===== src/rtl/rtc_pkg.sv =====
// How it works
// - test resolution: stamp advances only on each host test-clock command
// - RT mode, sync-clear set: Synchronize without data zeroes the stamp
// - RT mode, sync-load set: Synchronize with data loads its word
// - BC mode, sync-load set: stamp is sent as Synchronize data word
// - enhanced sync set: sent word is the live 16-bit stamp
// - auto-clear: reading a status register clears only that register
// - auto-clear plus level: interrupt released once all active registers read
// - pulse mode: each request is a low pulse of about 500 ns
// - level mode: interrupt held low until auto-clear read or reset command
// - auto service-request clear off: only host writes change the flag
// - auto clear on: flag set through vector response, then self-clears
// - basic memory mode: single buffers, receive double only when enabled
// - enhanced plus receive double, basic memory mode: all receive subaddresses double buffered
// - single mode reuses one data block per subaddress
// - enhanced memory: per-subaddress single, double or circular 128..8192
// - transmit subaddresses never double buffered
// - enhanced plus global circular: receive may pick the shared buffer
// - separate-broadcast off: broadcast pointers from receive area
// - separate-broadcast on: broadcast pointers from broadcast area
// - resolution codes 0..5 give 64..2 us, 6 test, 7 external
package rtc_pkg;
    // ==========================================================
    // register map
    localparam logic [3:0]  REG_CFG      = 4'h0;
    localparam logic [3:0]  REG_CMD      = 4'h1;
    localparam logic [3:0]  REG_CFG_EXT  = 4'h2;
    localparam logic [3:0]  REG_STAMP    = 4'h3;
    localparam logic [3:0]  REG_ISR1     = 4'h4;
    localparam logic [3:0]  REG_ISR2     = 4'h5;
    // ==========================================================
    // configuration fields
    localparam int          CFG_RXDBUF   = 12;
    localparam int          CFG_RES_LSB  = 7;
    localparam int          CFG_SYNC_CLR = 6;
    localparam int          CFG_SYNC_LD  = 5;
    localparam int          CFG_AUTOCLR  = 4;
    localparam int          CFG_LEVEL    = 3;
    localparam int          CFG_CLRSRQ   = 2;
    localparam int          CFG_ENHMM    = 1;
    localparam int          CFG_SEPBC    = 0;
    localparam logic [15:0] CFG_MASK     = 16'h13FF;
    localparam logic [15:0] CFG_RESET    = 16'h0000;
    localparam int          EXT_ENH      = 15;
    localparam int          EXT_GCIRC    = 12;
    localparam int          EXT_ENHSYNC  = 2;
    localparam int          EXT_SRQ      = 0;
    localparam logic [15:0] EXT_MASK     = 16'h9005;
    localparam logic [15:0] EXT_RESET    = 16'h0000;
    // ==========================================================
    // command bits
    localparam int          CMD_TEST_CLK = 4;
    localparam int          CMD_STAMP_RST = 3;
    localparam int          CMD_INT_RST  = 2;
    // ==========================================================
    // timing
    localparam logic [2:0]  RES_TEST     = 3'h6;
    localparam logic [2:0]  RES_EXT      = 3'h7;
    localparam int          CLK_MHZ      = 25;
    localparam int          STAMP_US_MAX = 64;
    localparam int          PULSE_NS     = 500;
    localparam int          PULSE_CYC    = (PULSE_NS * CLK_MHZ / 1000 < 1) ? 1 : PULSE_NS * CLK_MHZ / 1000;
    localparam logic [3:0]  CIRC_LOG2_BASE = 4'h6;
    // ==========================================================
    // types
    typedef enum logic [1:0] {RTC_BUF_SINGLE, RTC_BUF_DOUBLE, RTC_BUF_CIRC, RTC_BUF_GLOBAL} rtc_buf_t;
    typedef enum logic [1:0] {RTC_AREA_TX, RTC_AREA_RX, RTC_AREA_BCST} rtc_area_t;

    // clock cycles per stamp count for a resolution code
    function automatic int rtc_stamp_div(input logic [2:0] res);
        return (STAMP_US_MAX >> res) * CLK_MHZ;
    endfunction
endpackage


===== src/rtl/rtc_ctl_if.sv =====
`timescale 1ns/100ps
interface rtc_ctl_if;
    logic        stamp_clear;
    logic        stamp_load;
    logic [15:0] load_val;
    logic        test_tick;
    logic        ext_tick;
    logic [2:0]  res;
    logic [15:0] stamp_val;
    logic        irq_event;
    logic        level_mode;
    logic        irq_release;
    logic        int_n;

    modport ctrl  (output stamp_clear, stamp_load, load_val, test_tick, ext_tick, res,
                   irq_event, level_mode, irq_release, input stamp_val, int_n);
    modport stamp (input stamp_clear, stamp_load, load_val, test_tick, ext_tick, res, output stamp_val);
    modport irq   (input irq_event, level_mode, irq_release, output int_n);
endinterface


===== src/rtl/rtc_irq.sv =====
`timescale 1ns/100ps
module rtc_irq
    import rtc_pkg::*;
#(
    parameter int PULSE_CYCLES = PULSE_CYC
) (
    input  logic    clk,
    input  logic    reset,
    rtc_ctl_if.irq  ctl
);
    if (PULSE_CYCLES < 8 || PULSE_CYCLES > 31) begin : g_bad_pulse
        $error("PULSE_CYCLES out of range 8..31");
    end

    typedef struct packed {
        logic       int_n;
        logic [4:0] cnt;
    } rtc_irq_st_t;

    rtc_irq_st_t st;
    rtc_irq_st_t next_st;

    always_comb begin
        next_st = st;
        // a new request wins over a release in the same cycle
        if (ctl.irq_event) begin
            next_st.int_n = 1'b0;
            next_st.cnt   = 5'(PULSE_CYCLES - 1);
        end else if (ctl.level_mode) begin
            next_st.cnt = 5'h00;
            if (ctl.irq_release) begin
                next_st.int_n = 1'b1;
            end
        end else if (st.cnt != 5'h00) begin
            next_st.cnt = st.cnt - 5'h01;
        end else begin
            next_st.int_n = 1'b1;
        end
    end

    // pin kept as a flop of its own, idle high
    always_ff @(posedge clk) begin
        if (reset) begin
            st <= '{int_n: 1'b1, cnt: 5'h00};
        end else begin
            st <= next_st;
        end
    end

    assign ctl.int_n = st.int_n;
endmodule


===== src/rtl/rtc_stamp.sv =====
`timescale 1ns/100ps
module rtc_stamp
    import rtc_pkg::*;
#(
    parameter int DIV_W = 11
) (
    input  logic      clk,
    input  logic      reset,
    rtc_ctl_if.stamp  ctl
);
    if (2 ** DIV_W <= rtc_stamp_div(3'h0)) begin : g_bad_div
        $error("DIV_W too small for the slowest resolution");
    end

    typedef struct packed {
        logic [DIV_W-1:0] pre;
        logic [15:0]      cnt;
    } rtc_stamp_st_t;

    rtc_stamp_st_t    st;
    rtc_stamp_st_t    next_st;
    logic [DIV_W-1:0] div_last;

    assign div_last = DIV_W'(rtc_stamp_div(ctl.res) - 1);

    always_comb begin
        next_st = st;
        if (ctl.stamp_clear) begin
            next_st.cnt = 16'h0000;
            next_st.pre = '0;
        end else if (ctl.stamp_load) begin
            next_st.cnt = ctl.load_val;
            next_st.pre = '0;
        end else if (ctl.res == RES_TEST) begin
            if (ctl.test_tick) begin
                next_st.cnt = st.cnt + 16'h0001;
            end
        end else if (ctl.res == RES_EXT) begin
            if (ctl.ext_tick) begin
                next_st.cnt = st.cnt + 16'h0001;
            end
        end else if (st.pre >= div_last) begin
            next_st.pre = '0;
            next_st.cnt = st.cnt + 16'h0001;
        end else begin
            next_st.pre = st.pre + 1'b1;
        end
    end

    always_ff @(posedge clk) begin
        if (reset) begin
            st <= '0;
        end else begin
            st <= next_st;
        end
    end

    assign ctl.stamp_val = st.cnt;
endmodule


===== src/rtl/rtc_top.sv =====
`timescale 1ns/100ps
module rtc_top
    import rtc_pkg::*;
#(
    parameter int PULSE_CYCLES = PULSE_CYC
) (
    input  logic        MCLK,
    input  logic        RESET,
    input  logic [3:0]  ADDR,
    input  logic [15:0] WDATA,
    input  logic        WR,
    input  logic        RD,
    output logic [15:0] RDATA,
    input  logic        RT_MODE,
    input  logic        MSG_START,
    input  logic        SYNC_NODATA,
    input  logic        SYNC_DATA,
    input  logic [15:0] SYNC_WORD,
    input  logic        TVW_DONE,
    input  logic        IRQ_EVENT,
    input  logic [15:0] ISR1_DATA,
    input  logic [15:0] ISR2_DATA,
    input  logic        EXT_STAMP_CLK,
    input  logic        SA_TX,
    input  logic        SA_BCST,
    input  logic [2:0]  SA_MM,
    input  logic        SA_DBUF,
    input  logic        SA_GLOBAL,
    output logic        INT_N,
    output logic        ISR1_CLR,
    output logic        ISR2_CLR,
    output logic        ISR_RESET,
    output logic        SRQ_STATUS,
    output logic        BC_SYNC_STAMP,
    output logic [15:0] BC_SYNC_WORD,
    output rtc_buf_t    BUF_MODE,
    output logic [3:0]  CIRC_LOG2,
    output rtc_area_t   LUT_AREA
);
    // ==========================================================
    // state
    typedef struct packed {
        logic [15:0] cfg;
        logic [15:0] ext;
        logic [15:0] msg_cfg;
        logic [15:0] msg_ext;
        logic [15:0] msg_stamp;
        logic [15:0] rdata;
        logic        isr1_clr;
        logic        isr2_clr;
        logic        isr_reset;
        logic        seen1;
        logic        seen2;
        logic        bc_stamp;
        logic [15:0] bc_word;
        rtc_buf_t    buf_mode;
        logic [3:0]  circ_log2;
        rtc_area_t   area;
        logic [2:0]  ext_sync;
    } rtc_top_st_t;

    rtc_top_st_t st;
    rtc_top_st_t next_st;
    rtc_ctl_if   ctl ();

    logic cmd_wr;
    logic rd_isr1;
    logic rd_isr2;
    logic auto_release;
    logic seen1;
    logic seen2;

    // ==========================================================
    // buffer mode selection per subaddress
    function automatic rtc_buf_t buf_pick(input logic [15:0] cfg, input logic [15:0] ext, input logic tx,
                                          input logic [2:0] mm, input logic dbuf, input logic glob);
        rtc_buf_t mode;
        mode = RTC_BUF_SINGLE;
        if (!cfg[CFG_ENHMM]) begin
            if (!tx && ext[EXT_ENH] && cfg[CFG_RXDBUF]) begin
                mode = RTC_BUF_DOUBLE;
            end
        end else if (!tx && ext[EXT_GCIRC] && glob) begin
            mode = RTC_BUF_GLOBAL;
        end else if (mm != 3'h0) begin
            mode = RTC_BUF_CIRC;
        end else if (!tx && dbuf && cfg[CFG_RXDBUF]) begin
            mode = RTC_BUF_DOUBLE;
        end
        return mode;
    endfunction

    // ==========================================================
    // register bus decode
    assign cmd_wr  = WR && ADDR == REG_CMD;
    assign rd_isr1 = RD && ADDR == REG_ISR1;
    assign rd_isr2 = RD && ADDR == REG_ISR2;
    assign seen1   = st.seen1 || rd_isr1;
    assign seen2   = st.seen2 || rd_isr2;

    assign auto_release = st.cfg[CFG_AUTOCLR] && (rd_isr1 || rd_isr2)
                          && (seen1 || ISR1_DATA == 16'h0000) && (seen2 || ISR2_DATA == 16'h0000);

    // ==========================================================
    // stamp and interrupt controls
    // clear on sync
    assign ctl.stamp_clear = (cmd_wr && WDATA[CMD_STAMP_RST])
                             || (RT_MODE && SYNC_NODATA && st.msg_cfg[CFG_SYNC_CLR]);
    assign ctl.stamp_load  = RT_MODE && SYNC_DATA && st.msg_cfg[CFG_SYNC_LD];
    assign ctl.load_val    = SYNC_WORD;
    assign ctl.test_tick   = cmd_wr && WDATA[CMD_TEST_CLK];
    assign ctl.ext_tick    = st.ext_sync[1] && !st.ext_sync[2];
    assign ctl.res         = st.cfg[CFG_RES_LSB +: 3];
    assign ctl.irq_event   = IRQ_EVENT;
    assign ctl.level_mode  = st.cfg[CFG_LEVEL];
    assign ctl.irq_release = (cmd_wr && WDATA[CMD_INT_RST]) || auto_release;

    rtc_stamp u_stamp (
        .clk   (MCLK),
        .reset (RESET),
        .ctl   (ctl)
    );

    rtc_irq #(
        .PULSE_CYCLES (PULSE_CYCLES)
    ) u_irq (
        .clk   (MCLK),
        .reset (RESET),
        .ctl   (ctl)
    );

    // ==========================================================
    // next state
    always_comb begin
        next_st = st;
        next_st.ext_sync = {st.ext_sync[1:0], EXT_STAMP_CLK};

        if (WR && ADDR == REG_CFG) begin
            next_st.cfg = WDATA & CFG_MASK;
        end
        if (WR && ADDR == REG_CFG_EXT) begin
            next_st.ext = WDATA & EXT_MASK;
        // flag moves only by host unless enabled
        end else if (TVW_DONE && RT_MODE && st.msg_cfg[CFG_CLRSRQ]) begin
            next_st.ext[EXT_SRQ] = 1'b0;
        end

        next_st.rdata = 16'h0000;
        if (RD) begin
            case (ADDR)
                REG_CFG:     next_st.rdata = st.cfg;
                REG_CFG_EXT: next_st.rdata = st.ext;
                REG_STAMP:   next_st.rdata = ctl.stamp_val;
                REG_ISR1:    next_st.rdata = ISR1_DATA;
                REG_ISR2:    next_st.rdata = ISR2_DATA;
                default:     next_st.rdata = 16'h0000;
            endcase
        end

        next_st.isr1_clr  = rd_isr1 && st.cfg[CFG_AUTOCLR];
        next_st.isr2_clr  = rd_isr2 && st.cfg[CFG_AUTOCLR];
        next_st.isr_reset = cmd_wr && WDATA[CMD_INT_RST];
        next_st.seen1     = seen1 && !IRQ_EVENT && !auto_release;
        next_st.seen2     = seen2 && !IRQ_EVENT && !auto_release;

        if (MSG_START) begin
            next_st.msg_cfg   = st.cfg;
            next_st.msg_ext   = st.ext;
            next_st.msg_stamp = ctl.stamp_val;
        end

        next_st.bc_stamp = !RT_MODE && st.msg_cfg[CFG_SYNC_LD];
        next_st.bc_word  = 16'h0000;
        if (!RT_MODE && st.msg_cfg[CFG_SYNC_LD]) begin
            next_st.bc_word = st.msg_ext[EXT_ENHSYNC] ? ctl.stamp_val : st.msg_stamp;
        end

        next_st.buf_mode  = buf_pick(st.msg_cfg, st.msg_ext, SA_TX, SA_MM, SA_DBUF, SA_GLOBAL);
        next_st.circ_log2 = 4'h0;
        if (next_st.buf_mode == RTC_BUF_CIRC) begin
            next_st.circ_log2 = CIRC_LOG2_BASE + {1'b0, SA_MM};
        end

        if (SA_TX) begin
            next_st.area = RTC_AREA_TX;
        end else if (SA_BCST && st.msg_cfg[CFG_SEPBC]) begin
            next_st.area = RTC_AREA_BCST;
        end else begin
            next_st.area = RTC_AREA_RX;
        end
    end

    always_ff @(posedge MCLK) begin
        if (RESET) begin
            st         <= '0;
            st.cfg     <= CFG_RESET;
            st.ext     <= EXT_RESET;
            st.msg_cfg <= CFG_RESET;
            st.msg_ext <= EXT_RESET;
        end else begin
            st <= next_st;
        end
    end

    // ==========================================================
    // outputs
    assign RDATA         = st.rdata;
    assign INT_N         = ctl.int_n;
    assign ISR1_CLR      = st.isr1_clr;
    assign ISR2_CLR      = st.isr2_clr;
    assign ISR_RESET     = st.isr_reset;
    assign SRQ_STATUS    = st.ext[EXT_SRQ];
    assign BC_SYNC_STAMP = st.bc_stamp;
    assign BC_SYNC_WORD  = st.bc_word;
    assign BUF_MODE      = st.buf_mode;
    assign CIRC_LOG2     = st.circ_log2;
    assign LUT_AREA      = st.area;
endmodule


===== config.mk =====
export PLATFORM = sky130hd
export DESIGN_NAME = rtc_top
export DESIGN_NICKNAME = d
export VERILOG_FILES = /design/src/rtl/rtc_pkg.sv /design/src/rtl/rtc_ctl_if.sv /design/src/rtl/rtc_irq.sv /design/src/rtl/rtc_stamp.sv /design/src/rtl/rtc_top.sv
export SDC_FILE = /design/constraint.sdc
export NUM_CORES = 1
export LEC_CHECK = 0
export BUFFER_PORTS_ARGS = -buffer_cell sky130_fd_sc_hd__clkbuf_2
export CAP_MARGIN = 5
export CORE_ASPECT_RATIO = 1.5
export CORE_MARGIN = 2
export CORE_UTILIZATION = 51
export CTS_CLUSTER_DIAMETER = 60
export DETAILED_ROUTE_END_ITERATION = 8
export MAX_ROUTING_LAYER = met4
export PLACE_DENSITY = 0.72
export SLEW_MARGIN = 25
export SYNTH_ARGS = -nofsm -noshare
export SYNTH_HDL_FRONTEND = slang
export SYNTH_HIERARCHICAL = 1
export SYNTH_SLANG_ARGS = --single-unit

===== constraint.sdc =====
create_clock -name MCLK -period 14.1 [get_ports MCLK]
set_input_delay 1.41 -clock MCLK [delete_from_list [all_inputs] [get_ports MCLK]]
set_output_delay 1.41 -clock MCLK [all_outputs]
set_load 0.1 [all_outputs]

# == Word-level counts from Yosys, hierarchy flattened ==
# Index checks and enable logic that the tools add are counted.
# Widths: inputs -> output; s select.
# word_totals
input_bits,86
wordCells,132
register_bits,128
output_inout_bits,46
# op_classes
eq_ne,12
reduce_logical,62
shifts,1
addsub,5
mux,22
bitwise,5
magnitude_cmp,1
mul,1
# op_table
cell,count
$mux 16,7
$pmux 16 s5,1
$logic_and 1x1->1,32
$logic_not 16->1,2
$mul 32x6->11 const B,1
$shr 7x3->32 const A,1
$add 16x1->16 const B,1
$mux 6,2
$add 11x1->11 const B,1
$ge 11x11->1,1
$mux 11,1
$sub 11x2->11 const B,1
$reduce_or 2->1,5
$eq 4x2->1 const B,2
$eq 4x3->1 const B,2
$mux 2,4
$logic_or 1x1->1,7
$eq 3x3->1 const B,2
$mux 1,6
$ne 3x3->1 const B,2
$reduce_bool 3->1,2
$reduce_or 3->1,2
$logic_not 1->1,5
$mux 5,1
13 further kinds,18

# == Depth between registers and ports, before layout ==
# depth
word_depth,10
mapped_depth,24

# == By module ==
# Netlist, hierarchy kept.
# by_module_without_submodules
module,instances,seq_area_each_um2,cells_per_inst,area_each_um2
rtc_top,1,1781.7,378,3703.6
rtc_stamp,1,540.5,314,2597.5
rtc_irq,1,120.1,30,296.5

# == Worst setup path after synthesis ==
# OpenSTA, ideal clock, no wires.
# synth_timing
kind,reg2reg
start,reg st (netlist bit ctl.res[2])
end,reg u_stamp.st (netlist bit u_stamp/ctl.stamp_val[12])
arrival_time_ns,4.550
required_ns,13.984
path_stages_with_launch,21
setup_time_ns,0.116
setup_slack_ns,9.433
cell_sequence,dfxtp_1 buf_2 nand3_1 ha_1 inv_1 xnor2_1 ha_1 fa_1 ha_1 or3_1 o211ai_2 o2111ai_1 a21oi_1 xnor2_1 ha_1 nand3_1 or2_1 o21ai_2 nand4_1 xnor2_1 o211a_1
# synth_between
elab_chain_cells,6
elab_cells_between_ends,13
# synth_rtl
element,line,source
start: declaration,rtc_top.sv:62,rtc_top_st_t st;
start signal: assignment,rtc_top.sv:201,st <= next_st;
$shr 7x3->32,rtc_pkg.sv:71,return (STAMP_US_MAX >> res) * CLK_MHZ;
$mul 32x6->11,rtc_pkg.sv:71,
$sub 11x2->11,rtc_stamp.sv:24,assign div_last = DIV_W'(rtc_stamp_div(ctl.res) - 1);
$ge 11x11->1,rtc_stamp.sv:42,end else if (st.pre >= div_last) begin
$reduce_bool 4->1 (no source line),n/a,
$reduce_and 3->1 (no source line),n/a,
end signal: assignment,rtc_stamp.sv:54,st <= next_st;
end: declaration,rtc_stamp.sv:20,rtc_stamp_st_t st;
# Several ways; a longest one is shown, not always the timed one.
# A chain may end at the register's enable or synchronous reset.

# == Final worst setup path ==
# Ends and elaborated chain as after synthesis.

==> flow_summary.yaml <==
grt:
  grt_busiest_layer: "met2"
  antenna_found_initial: 0
  grt-ovfl-total: 0
  gr-usage-met3: 0.0462
  grt.met2_usage: 0.465
  grt_pass1_vias: 5624
  grtUsageMet1: 0.272
  grt_start_max_net_pins: 65
  track_usage: 0.256
  grt_pass1_wl_um: 27600
pwr:
  switching_power_uw: 209
  p_per_area_mw_per_mm2: 117
  power_leakage_uw: 0.00338
  power_frac_comb: 0.082
  p_seq_frac: 0.409
  peakVddDrop_mv: 0.0814
  cellInternalPower_uw: 664
  clockPowerShare: 0.509
  power_switching_share: 0.239
die:
  core-area_mm2: 0.0126
  ios: 132
  fp-row-count: 50
  dieArea_mm2: 0.0139
  die_h_um: 143
  start_util: 0.525
  die_w_um: 96.9
synth:
  synth_nets: 846
  syn_area_per_cell_um2: 9.14
  ys.warnings.count: 6
  ys_seq_area_frac: 0.370
  async_flop_share: 0
  synthFlopType: "dfxtp_1"
  yosysMostFrequentCell: "dfxtp_1"
  synth_edf_count: 0
  synth.distinct_cells: 71
  synthCells: 722
  synth_area_mm2: 0.00660
  netlist.area_leader.share: 0.370
  synthTopCellsByArea: "dfxtp_1, mux2i_1, buf_4"
  ys_seq_elements: 122
  synth_largest_area_cell: "dfxtp_1"
  synth_common_cells: "dfxtp_1, nor2_1, buf_4"
final_layout:
  drive_above_1_share: 0.238
  area_delta_synth_final_pct: 13.4
  num_antenna_cells: 0
  finalNetCount: 909
  finalNonFillerCells: 954
sta:
  worst_pin_slew_ns: 0.993
  final_max_slew_viol_count: 0
  finalCritPeriodShare: 0.386
  finalSetupViolations: 0
  fin_skew_ns: 0.00589
  fmax_mhz: 184
  fin_setup_tns_ns: 0
  rsz0062_at_grt: "no"
  slew-limit-headroom: 0.337
  period_needed_ns: 5.45
  hold_viol: 0
cts:
  clk_path_buf_depth: 2
  cts_buffers: 17
  clkTransAtPathRegs_ns: 0.06
  post_cts_buffers: 0
  insertion_delay_ns: 0.41
  cts-root-buf: "clkbuf_16"
  ctsResizeCount: 0
  cts_tree: "built"
  clock_sink_count: 122
  htreeDepth: 4
  hold_buffers: 0
worst_setup_path:
  crit_fanout: 16
  cp-end-kind: "flip-flop"
  required_ns: 14.41
  cp.arrival_ns: 5.75
  rrSetupSlack_ns: 8.65
  crit_type: "reg2reg"
  crit_path_start_kind: "flip-flop"
detailed_routing:
  dr.first_iter.drc_count: 362
  firstDrtPassIters: 8
  wirelength_um: 16800
  vias_per_cell: 5.75
  postRouteAntennaNets: 0
  route.detailed.drc: 0
  wl_per_cell_um: 17.6
  vias: 5483
run:
  max-cap-violations: 0
place:
  dpl.hpwl_um: 12500
  dp_cells: 922
  portBuffers: 127
  gp_congestion: 0.948
min_path:
  holdCritPathClass: "reg2reg"
run_status:
  outcome: "complete, no violations"
## worst max-delay path: stages (launching register included)
cell and delay [ns]:
dfxtp_1 0.74, and3b_1 0.44, ha_1 0.30, inv_1 0.12, xnor2_1 0.09, ha_1 0.33, fa_1 0.50, ha_1 0.26
or3_1 0.40, o211ai_2 0.11, o2111ai_1 0.16, a21oi_1 0.19, xnor2_1 0.09, ha_1 0.33, nand3_1 0.16, or2_1 0.27
o21ai_2 0.31, nand4_1 0.18, xnor2_1 0.16, o211a_1 0.21
## area by class of cell
type	instances	area, um^2
fillers	1151	5090
inverters	29	109
flip-flops and latches	122	2440
multi-input cells	486	3480
clock buffers	19	443
repair buffers	129	651
clock inverters	13	168
well taps	156	195
## sequential cells by signal, indices dropped and copies added, names as in the netlist, 2 cells and up
register / flops
st: 38
BC_SYNC_WORD: 16
ctl.res: 3
BUF_MODE: 2
LUT_AREA: 2
u_stamp/st: 11
u_stamp/ctl.stamp_val: 16
u_irq/st: 5
next_st: 2
RDATA: 16
CIRC_LOG2: 4
## metrics by stage
step                      hold slack (ns)  area [um^2]  utilization  power (uW)  setup slack, ns
final                               0.454         7480        0.595         873             8.65
after global routing                0.470         7480        0.595         901             8.31
after CTS                           0.460         7480        0.595         877             8.66
after detailed placement            0.452         6870        0.547         435             8.70
after global placement              0.427         6870        0.546         432             8.71
after floorplan                     0.414         6600            -         409             9.43
## path summary, 6_finish.rpt
kind,start,to,cells past startpoint
worst max-delay path,ctl.res[2],u_stamp/ctl.stamp_val[12],19
worst min-delay path,next_st[1],next_st[2],1
worst max register to register,ctl.res[2],u_stamp/ctl.stamp_val[12],19
worst min register to register,next_st[1],next_st[2],1
## cell families (layout without fill, tap and decap cells)
family,after synthesis,after routing,synth area share
simple gates,256,256,0.201
flops,122,122,0.370
buf+inv,114,190,0.104
compound gates,104,104,0.121
mux,53,53,0.0804
fa+ha+maj,38,38,0.0778
xor+xnor,34,34,0.0451
other cells,1,1,0.000568
## power by group through the flow
stage | clock (uW) | combinational, uW | sequential (uW)
finish | 445 | 71.8 | 357
global route | 464 | 79.0 | 357
CTS | 448 | 71.7 | 357
detailed placement | 0 | 70.6 | 364
global placement | 0 | 68.5 | 364
floorplan | 0 | 43.2 | 365
## layout by cell type, fill, tap and decap left out, types with 3 or more instances in the layout
cell type  synthesis  final
and2_1             6      6
a22oi_1            3      3
nand2b_1          13     13
mux2i_1           53     53
fa_1               5      5
nor2_1            91     91
xnor2_1           23     23
dfxtp_1          122    122
o21ai_1            4      3
or2_2              3      3
and3_1            10     10
nand3_1           24     24
ha_1              33     33
inv_1             29     29
o21ai_2            2      3
inv_6              0      3
nand4_1           16     16
a21oi_1           31     31
nor4_1            12     12
a21oi_2            3      3
nor2b_1            6      6
a222oi_1          16     16
o21ai_0            9      9
nor3_1             7      7
bufinv_16          0      3
clkbuf_2           0    127
a211oi_1           3      3
o211a_1            8      8
xor2_1            11     11
clkinv_4           0      3
clkbuf_16          0     17
nand2_1           42     42
## routing by layer
metal  wire length [um]  part of all wire
met1               6550              0.39
met2               8840              0.53
met3                979             0.058
met4                431             0.026
met5                  0                 0
(Power assumes the default switching activity.)
